## src/execlist_pkg.sv

```systemverilog
package execlist_pkg;
  localparam int NUM_SLOTS = 8;
  localparam int SLOT_W = 3;
  localparam int DESC_W = 64;
  // descriptor field layout
  localparam int VALID_BIT = 0;
  localparam int ASPACE_LSB = 1;
  localparam int ASPACE_W = 2;
  localparam int IMG_LSB = 12;
  localparam int IMG_W = 20;
  localparam int CTXID_LSB = 32;
  localparam int CTXID_W = 32;
  localparam logic [DESC_W-1:0] DESC_RESET = 64'h0000_0000_0000_0000;
  localparam int ENG_ID_W = 4;

  typedef enum logic [2:0] {
    ST_IDLE = 3'b000,
    ST_RESTORE = 3'b001,
    ST_RUN = 3'b010,
    ST_SAVE = 3'b011,
    ST_PREEMPT = 3'b100,
    ST_FAULT = 3'b101
  } exec_state_e;
endpackage

```

## src/execlist_submit_queue.sv

```systemverilog
`timescale 1ns/1ps
// How it works
// RULE_01: software submits by writing a descriptor to the submit port
// RULE_02: descriptor holds context id, address space, image address, valid flag
// RULE_03: staging queue keeps eight descriptor entries
// RULE_04: submit writes fill slots 0 to 7 cyclically, then wrap
// RULE_05: each staging entry readable and writable at its own index
// RULE_06: all-invalid queue accepted and treated as empty
// RULE_07: writing staging entries never starts execution
// RULE_08: load copies staging into execution queue and marks it valid
// RULE_09: valid entries run in order slot 0 to 7, invalid skipped
// RULE_10: after slot 7 finishes the execution queue goes invalid, engine idle
// RULE_11: switched-out contexts leave the execution queue; only reload returns them
// RULE_12: staging contents survive loads untouched
// RULE_13: load during execution recopies, preempts, restarts at slot 0
// RULE_14: loads during preemption keep only the newest queue
// RULE_15: nothing runs unless the list-submission enable bit is set; while clear LOAD is refused and idle clears EXEC_Q_VALID, but a loaded list still runs
// RULE_16: save state to image address on switch out, restore on switch in
// RULE_17: software submits only to the engine type matching the image
// RULE_18: direct submission number combines context id, engine id, counter
// RULE_19: engine id from the wait fifo picks which engine waits or readies
// RULE_20: proxy work runs in arrival order; driver id sits in upper half
// RULE_21: a workload at a wait event keeps its queue position
// RULE_22: page fault blocks other contexts on this engine; may preempt to idle
module execlist_submit_queue #(
  parameter int ENGINE_ID = 0
) (
  input wire logic CLK_SYS,
  input wire logic RST_N,
  input wire logic LIST_ENABLE,
  input wire logic SUBMIT_WR,
  input wire logic [63:0] SUBMIT_DATA,
  input wire logic ENTRY_WR,
  input wire logic [2:0] ENTRY_IDX,
  input wire logic [63:0] ENTRY_WDATA,
  input wire logic [2:0] ENTRY_RIDX,
  output logic [63:0] ENTRY_RDATA,
  input wire logic LOAD,
  input wire logic CTX_DONE,
  input wire logic PREEMPT_ACK,
  input wire logic MEM_DONE,
  input wire logic WAIT_EVENT,
  input wire logic FAULT_EVENT,
  input wire logic FAULT_IDLE,
  input wire logic RESUME_VALID,
  input wire logic [3:0] RESUME_ENGINE,
  output logic MEM_REQ,
  output logic MEM_SAVE,
  output logic [19:0] MEM_ADDR,
  output logic PREEMPT_REQ,
  output logic RUN_ACTIVE,
  output logic RUN_WAITING,
  output logic [31:0] RUN_CTX_ID,
  output logic [1:0] RUN_ASPACE,
  output logic [2:0] RUN_SLOT,
  output logic EXEC_Q_VALID,
  output logic [2:0] SUBMIT_PTR
);
  typedef struct packed {
    logic [execlist_pkg::NUM_SLOTS-1:0][execlist_pkg::DESC_W-1:0] stage; // RULE_03
    logic [execlist_pkg::NUM_SLOTS-1:0][execlist_pkg::DESC_W-1:0] exec;
    logic [execlist_pkg::SLOT_W-1:0] wptr;
    logic [execlist_pkg::SLOT_W-1:0] slot;
    logic eq_valid;
    logic pend_load;
    logic waiting;
    logic to_idle;
    logic [63:0] rdata;
    logic [63:0] held;
    execlist_pkg::exec_state_e st;
  } state_s;

  state_s cur_ff;
  state_s nxt_ff;

  function automatic logic [execlist_pkg::IMG_W-1:0] img_of(input logic [63:0] d);
    img_of = d[execlist_pkg::IMG_LSB +: execlist_pkg::IMG_W];
  endfunction

  // first valid slot at or after start; found flag in top bit
  function automatic logic [3:0] next_valid(
    input logic [execlist_pkg::NUM_SLOTS-1:0][63:0] q,
    input logic [3:0] start
  );
    logic [3:0] r;
    r = 4'h0;
    for (int i = execlist_pkg::NUM_SLOTS - 1; i >= 0; i--) begin
      if (4'(i) >= start && q[i][execlist_pkg::VALID_BIT]) begin
        r = {1'b1, 3'(i)};
      end
    end
    next_valid = r;
  endfunction

  logic [3:0] hit0;
  logic [3:0] hitn;
  logic [63:0] cur_desc;
  logic resume_me;

  always_comb begin
    nxt_ff = cur_ff;
    // a pending load has replaced the queue; the running descriptor lives in held
    cur_desc = cur_ff.pend_load ? cur_ff.held : cur_ff.exec[cur_ff.slot];
    hit0 = next_valid(cur_ff.exec, 4'h0);
    hitn = next_valid(cur_ff.exec, {1'b0, cur_ff.slot} + 4'h1);
    resume_me = RESUME_VALID && (RESUME_ENGINE == 4'(ENGINE_ID)); // RULE_19
    nxt_ff.rdata = cur_ff.stage[ENTRY_RIDX]; // RULE_05
    // staging writes only store, never start anything
    if (SUBMIT_WR) begin // RULE_01 RULE_07
      nxt_ff.stage[cur_ff.wptr] = SUBMIT_DATA; // RULE_04
      nxt_ff.wptr = cur_ff.wptr + 3'h1; // RULE_04
    end
    if (ENTRY_WR) begin
      nxt_ff.stage[ENTRY_IDX] = ENTRY_WDATA; // RULE_05
    end
    unique case (cur_ff.st)
      execlist_pkg::ST_IDLE: begin
        if (cur_ff.eq_valid) begin
          if (hit0[3]) begin // RULE_06
            nxt_ff.slot = hit0[2:0]; // RULE_09
            nxt_ff.st = execlist_pkg::ST_RESTORE; // RULE_16
          end else begin
            nxt_ff.eq_valid = 1'b0; // RULE_06
          end
        end
      end
      execlist_pkg::ST_RESTORE: begin
        if (MEM_DONE) begin
          nxt_ff.st = execlist_pkg::ST_RUN;
        end
      end
      execlist_pkg::ST_RUN: begin
        if (cur_ff.waiting) begin
          // stays in place while waiting
          if (resume_me) begin
            nxt_ff.waiting = 1'b0; // RULE_21
          end
        end else if (FAULT_EVENT) begin
          nxt_ff.st = execlist_pkg::ST_FAULT; // RULE_22
        end else if (WAIT_EVENT) begin
          nxt_ff.waiting = 1'b1; // RULE_21
        end else if (CTX_DONE) begin
          nxt_ff.st = execlist_pkg::ST_SAVE; // RULE_16
        end
      end
      execlist_pkg::ST_FAULT: begin
        // no other context may run while the fault is open
        if (resume_me) begin
          nxt_ff.st = execlist_pkg::ST_RUN; // RULE_22
        end else if (FAULT_IDLE) begin
          nxt_ff.to_idle = 1'b1; // RULE_22
          nxt_ff.st = execlist_pkg::ST_PREEMPT;
        end
      end
      execlist_pkg::ST_PREEMPT: begin
        if (PREEMPT_ACK) begin
          nxt_ff.st = execlist_pkg::ST_SAVE; // RULE_13
        end
      end
      execlist_pkg::ST_SAVE: begin
        if (MEM_DONE) begin
          if (!cur_ff.pend_load) begin
            nxt_ff.exec[cur_ff.slot][execlist_pkg::VALID_BIT] = 1'b0; // RULE_11
          end
          nxt_ff.waiting = 1'b0;
          if (cur_ff.pend_load || cur_ff.to_idle) begin
            nxt_ff.pend_load = 1'b0;
            nxt_ff.to_idle = 1'b0;
            nxt_ff.st = execlist_pkg::ST_IDLE; // RULE_13
            if (cur_ff.to_idle && !cur_ff.pend_load) begin
              nxt_ff.eq_valid = 1'b0;
            end
          end else if (hitn[3]) begin
            nxt_ff.slot = hitn[2:0]; // RULE_09
            nxt_ff.st = execlist_pkg::ST_RESTORE; // RULE_16
          end else begin
            nxt_ff.eq_valid = 1'b0; // RULE_10
            nxt_ff.st = execlist_pkg::ST_IDLE; // RULE_10
          end
        end
      end
      default: nxt_ff.st = execlist_pkg::ST_IDLE;
    endcase
    // load: snapshot staging; the staging copy itself is left untouched
    if (LOAD && LIST_ENABLE) begin // RULE_15
      nxt_ff.exec = cur_ff.stage; // RULE_08 RULE_12
      nxt_ff.eq_valid = 1'b1; // RULE_08
      if (cur_ff.st != execlist_pkg::ST_IDLE) begin
        nxt_ff.pend_load = 1'b1; // RULE_14
        if (cur_ff.st == execlist_pkg::ST_RUN || cur_ff.st == execlist_pkg::ST_FAULT) begin
          nxt_ff.st = execlist_pkg::ST_PREEMPT; // RULE_13
        end
        // keep the running descriptor so its save still targets the old image
        nxt_ff.held = cur_desc; // RULE_14
        if (cur_ff.st == execlist_pkg::ST_SAVE && MEM_DONE) begin
          nxt_ff.pend_load = 1'b0;
          nxt_ff.to_idle = 1'b0;
          nxt_ff.waiting = 1'b0;
          nxt_ff.st = execlist_pkg::ST_IDLE;
        end
      end
    end
    if (!LIST_ENABLE && cur_ff.st == execlist_pkg::ST_IDLE) begin
      nxt_ff.eq_valid = 1'b0; // RULE_15
    end
  end

  always_ff @(posedge CLK_SYS) begin
    if (!RST_N) begin
      cur_ff <= '0;
    end else begin
      cur_ff <= nxt_ff;
    end
  end

  assign ENTRY_RDATA = cur_ff.rdata;
  assign MEM_REQ = (cur_ff.st == execlist_pkg::ST_RESTORE) || (cur_ff.st == execlist_pkg::ST_SAVE);
  assign MEM_SAVE = (cur_ff.st == execlist_pkg::ST_SAVE);
  assign MEM_ADDR = MEM_REQ ? img_of(cur_desc) : 20'h00000; // RULE_16
  assign PREEMPT_REQ = (cur_ff.st == execlist_pkg::ST_PREEMPT);
  assign RUN_ACTIVE = (cur_ff.st == execlist_pkg::ST_RUN);
  assign RUN_WAITING = cur_ff.waiting || (cur_ff.st == execlist_pkg::ST_FAULT);
  assign RUN_CTX_ID = cur_desc[execlist_pkg::CTXID_LSB +: execlist_pkg::CTXID_W]; // RULE_02
  assign RUN_ASPACE = cur_desc[execlist_pkg::ASPACE_LSB +: execlist_pkg::ASPACE_W];
  assign RUN_SLOT = cur_ff.slot;
  assign EXEC_Q_VALID = cur_ff.eq_valid;
  assign SUBMIT_PTR = cur_ff.wptr;
endmodule

```

## config.mk

```make
export PLATFORM = sky130hd
export DESIGN_NAME = execlist_submit_queue
export DESIGN_NICKNAME = d
export VERILOG_FILES = /design/src/execlist_pkg.sv /design/src/execlist_submit_queue.sv
export SDC_FILE = /design/constraint.sdc
export NUM_CORES = 2
export LEC_CHECK = 0
export BUFFER_PORTS_ARGS = -buffer_cell sky130_fd_sc_hd__clkbuf_2
export CORE_MARGIN = 10
export CORE_UTILIZATION = 45
export DETAILED_ROUTE_END_ITERATION = 10
export PLACE_DENSITY_LB_ADDON = 0.1
export RECOVER_POWER = 50
export SLEW_MARGIN = 0
export SYNTH_ARGS = -nofsm -noshare
export SYNTH_HDL_FRONTEND = slang
export SYNTH_SLANG_ARGS = --single-unit
```

## constraint.sdc

```tcl
create_clock -name CLK_SYS -period 8.7 [get_ports CLK_SYS]
set_clock_uncertainty 0.15 [all_clocks]
set_input_delay 0.87 -clock CLK_SYS [delete_from_list [all_inputs] [get_ports CLK_SYS]]
set_output_delay 0.87 -clock CLK_SYS [all_outputs]
set_load 0.02 [all_outputs]
```

# --- Word-level counts from Yosys, hierarchy flattened ---
# Cells that the tools add are included.
totals:
  reg_bits: 1165
  in_bits: 151
  out_inout_bits: 130
classes:
  n_addsub: 2
  n_lt_le_gt_ge: 15
  n_eq_ne: 14
  mux: 78
  n_bitwise: 4
  n_reduce_logical: 35
op_table:
  columns: ["operator", "count"]
  rows:
  - ["512-bit two-way mux", 6]
  - ["512-bit bitwise mux", 2]
  - ["64-bit demux with 3-bit select", 3]
  - ["512-bit AND", 1]
  - ["512-bit NOT", 1]
  - ["64-bit binary-select mux with 3-bit select", 2]
  - ["64-bit two-way mux", 5]
  - ["4-bit two-way mux", 18]
  - ["3-bit two-way mux", 20]
  - ["20-bit two-way mux", 1]
  - ["3-bit one-hot mux with 6 select lines", 1]
  - ["3-bit by 4-bit greater-or-equal comparator with 1-bit output, first input constant", 4]
  - ["1-bit logical AND", 16]
  - ["3-bit by 4-bit < comparator with 1-bit output, second input constant", 4]
  - ["1-bit two-way mux", 16]
  - ["3-bit by 1-bit greater-or-equal comparator with 1-bit output, second input constant", 3]
  - ["1-bit by 4-bit greater-or-equal comparator with 1-bit output, first input constant", 2]
  - ["2-bit by 4-bit greater-or-equal comparator with 1-bit output, first input constant", 2]
  - ["2-bit inequality test, second input constant", 4]
  - ["4-bit by 2-bit inequality test with 1-bit output, second input constant", 2]
  - ["4-bit one-hot mux with 2 select lines", 1]
  - ["7-bit two-way mux", 1]
  - ["3-bit by 2-bit == test with 1-bit output, second input constant", 2]
  - ["3-bit == test, second input constant", 2]
  - ["other kinds (18)", 29]

# --- Depth between registers and ports, before layout ---
depth:
  ltp_word: 19
  depth_mapped: 12
  mapped_depth_nobuf: 8

# --- Worst setup path after synthesis ---
# Ideal clock, no wire load.
synth_timing:
  path_type: "reg2out"
  startpoint: "register cur_ff, in the netlist RUN_SLOT[0]"
  endpoint: "output port MEM_ADDR[8]"
  arrival_time_ps: 2025
  setup_slack_ps: 5655
  path_stages_with_launch: 10
  path_buffers: 5
  cell_sequence: "dfxtp_1 buf_6 buf_6 buf_6 buf_6 buf_4 nand3_1 o211ai_1 o21ai_0 a311oi_1"
synth_via:
  elab_chain_len: 4
synth_rtl:
  columns: ["item", "line_no", "text"]
  rows:
  - ["start: declaration", "execlist_submit_queue.sv:73", "state_s cur_ff;"]
  - ["start signal: assignment", "execlist_submit_queue.sv:212", "cur_ff <= nxt_ff;"]
  - ["64-bit binary-select mux with 3-bit select", "execlist_submit_queue.sv:103", "cur_desc = cur_ff.pend_load ? cur_ff.held : cur_ff.exec[cur_ff.slot];"]
  - ["64-bit two-way mux (implied by the code)", "execlist_submit_queue.sv:103", null]
  - ["64-bit two-way mux", "execlist_submit_queue.sv:103", null]
  - ["20-bit two-way mux", "execlist_submit_queue.sv:219", "assign MEM_ADDR = MEM_REQ ? img_of(cur_desc) : 20'h00000;"]
  - ["end: declaration", "execlist_submit_queue.sv:49", "output logic [19:0] MEM_ADDR,"]
# No other way between the ends. The select of a mux whose other input is x is not followed.

==> metrics.cfg <==
[critical_path]
critPathRequiredTime_ns=9.20
slowest_stage=clkbuf_1
path_max_fanout=99
cp-endpoint=cur_ff[0]
startpoint_type=input pin
cp.arrival_ns=7.22
r2r_setup_slack_ns=4.67
rr_endpoint=cur_ff[64]
worstSetupPathType=in -> reg
cp_cell_sequence=clkbuf_1, clkbuf_2, buf_4, nand3_1, a21oi_1
max_stage_delay_ns=3.03
rr_worst_depth=7
worstReg2RegStart=RUN_SLOT[0]
cp-startpoint=RST_N
endpoint_kind=flop

[power_and_ir_drop]
seqPwrFrac_pct=45.2
leakagePower_nw=25.8
irDropWorstVdd_uv=187
p_per_area_mw_per_mm2=201
p_clk_share_pct=45.9
switching_share_pct=25.0
internal_power_mw=8.70
power.total_mw=11.6
p_sw_mw=2.90
p_comb_share_pct=8.9

[clock_tree]
cts_hold_buf=0
clkLatencyLatePin_ns=0.73
ctsResizeCount=0
clkTransAtPathRegs_ns=0.06
htreeDepth=4
clockBufferDepth=3
tritoncts=done
root_buffer=clkbuf_16
cts_made_buffers=131
clkSinkCount=1083
post_cts_buffers=0

[timing]
hold_viol_final=0
worst_slew_pin_slew_ns=4.43
maxClockFrequency_mhz=149
rsz0062_at_grt=false
fin_crit_sh_pct=77.2
fin_crit_ns=6.72
drv_slew=300
fin_tns_setup_ns=0
relSlewSlack_pct=-195
setup_viol=0
setup_slack_ns=1.98

[layout]
layout-drive-gt1-share_pct=12.6
final_cells=7133
syn2layout_area_growth_pct=8.82
fill_cells=11211
fin_nets=5652

[global_route]
grt_remaining_overflow=0
first_global_vias=40294
groute.usage.overall_pct=26.4
grt_pass1_wl_um=268000
antenna_found_initial=25
grt_max_degree=214

[detailed_routing]
via_count=41802
drc_errors=0
drtPass1Iterations=6
ant_nets=0
viasPerCell=5.86
wire_per_inst_um=25.2
wl_um=180000
drt_iter0_drc=3376

[logic_synthesis]
synth_top_area_share_pct=40.8
synth-warning-count=0
syn_inst=5762
synth_nets=5918
async_flop_share_pct=0
ys_top_cells_by_area=dfxtp_1 (41%), mux2i_1 (13%), nand2_1 (9.4%)
synth_area_mm2=0.0532
synth_ff_type=dfxtp_1
synth-seq-area-share_pct=40.8
yosys.area.top_type=dfxtp_1
synth_cell_types=73
synth_edf_count=0
avgSynthCellArea_um2=9.23
yosys_register_bits=1083

[placement]
gp_congestion=0.800
pre_cts_ws_ns=3.97
io_buffers=280
dpl.hpwl_um=101000
numPlacedInstances=6899

[run_status]
violations=max-capacitance violations, max-slew violations
status=finished with violations

[floorplan]
rows=126
pin_count=281
die_h_um=364
die_x_um=364
start_util_pct=45.2
core_mm2=0.118
fp.dieArea_mm2=0.132

[job]
max_cap_viol_count=3

[worst_hold_path]
hp-start=cur_ff[46]
hold_path_class=reg -> reg

-- worst max-delay path: cells and delay by family --
kind / cells / cell delay (ns)
buf+inv: 3 / 5.82
compound gates: 1 / 0.18
simple gates: 1 / 0.25
-- stage by stage --
| stage | utilization [%] | hold slack, ns | area [um^2] |
|---|---|---|---|
| finish | 49.1 | 0.304 | 57900 |
| global route | 49.1 | 0.312 | 57900 |
| CTS | 49.2 | 0.270 | 57900 |
| detailed placement | 45.7 | 0.297 | 53800 |
| global placement | 45.7 | 0.292 | 53800 |
| floorplan | - | 0.287 | 53200 |
-- worst min path at each step --
stage	to	slack, ns	cells past startpoint
floorplan	cur_ff[37]	0.29	2
global placement	cur_ff[46]	0.29	2
detailed placement	cur_ff[46]	0.30	2
CTS	cur_ff[131]	0.27	3
global route	cur_ff[131]	0.31	3
finish	cur_ff[46]	0.30	2
-- logic make-up after synthesis --
| group | Yosys count | share of synthesized area [%] |
|---|---|---|
| flops | 1083 | 40.8 |
| mux | 861 | 20.0 |
| xor+xnor | 4 | 0.0659 |
| simple gates | 1785 | 13.1 |
| fa+ha+maj | 5 | 0.118 |
| compound gates | 1262 | 19.1 |
| buf+inv | 762 | 6.77 |
-- layout make-up --
class / count / area [um^2] / share of cell area [%]
sequential: 1083 / 21700 / 37.5
clock buffer: 207 / 4060 / 7.02
antenna: 12 / 30.0 / 0.0519
multi-input combinational: 3917 / 28000 / 48.4
clock inverter: 15 / 86.3 / 0.149
timing repair buffer: 347 / 1970 / 3.40
tap: 1536 / 1920 / 3.32
inverter: 16 / 67.6 / 0.117
-- layout by cell type, fill, tap and decap left out, types with 8 or more instances in the layout --
cell,synthesis,routed
a22oi_1,14,14
a21boi_0,441,441
o22ai_1,20,20
a31o_2,13,13
nor2b_1,16,14
mux2i_1,678,678
a211oi_1,194,194
nand2b_1,12,12
o211ai_1,12,12
a31oi_1,13,13
and3_1,15,15
nor3b_1,12,10
clkinv_2,0,12
a22o_1,11,11
inv_1,14,12
mux4_2,157,157
diode_2,0,12
clkbuf_8,0,33
mux2_2,22,22
clkbuf_16,0,139
buf_12,0,11
nand2_1,1333,1328
o21ai_0,58,58
dfxtp_1,1083,1079
a311oi_1,8,8
nor3_1,10,8
clkbuf_2,1,210
o211a_1,348,348
clkbuf_1,396,104
nor2_1,332,330
buf_4,139,55
nand3_1,29,25
a21oi_1,63,63
-- sequential cells by signal, summed over array words and instances, names as in the netlist --
name and flops:
ENTRY_RDATA 64, cur_ff 1012, RUN_SLOT 3, EXEC_Q_VALID 1
SUBMIT_PTR 3
-- routing by layer --
layer  up-vias  wire length, um  track usage (%)
met3       296            11000             4.80
met2      1245            83500             42.4
li1      19556                -                -
met1     20691            79900             35.5
met5         -               97                0
met4        14             5290             9.47
-- Yosys cell counts, types with 13 or more instances --
cell / instances
o211a_1: 348
o21ai_0: 58
a21oi_1: 63
inv_1: 14
mux2i_1: 678
a21boi_0: 441
clkbuf_1: 396
nor2b_1: 16
mux4_2: 157
o22ai_1: 20
a31oi_1: 13
mux2_2: 22
and3_1: 15
buf_6: 14
nand3_1: 29
nor2_1: 332
buf_4: 139
nand2_1: 1333
a31o_2: 13
buf_1: 106
a22oi_1: 14
dfxtp_1: 1083
buf_2: 90
a211oi_1: 194
-- power by group through the flow --
| stage | Clock, mW | Combinational, mW | Sequential (mW) |
|---|---|---|---|
| finish | 5.33 | 1.03 | 5.24 |
| global route | 5.63 | 1.12 | 5.26 |
| CTS | 5.43 | 1.03 | 5.24 |
| detailed placement | 0 | 1.03 | 5.35 |
| global placement | 0 | 1.02 | 5.35 |
| floorplan | 0 | 0.768 | 5.31 |
(Power assumes the default switching activity.)
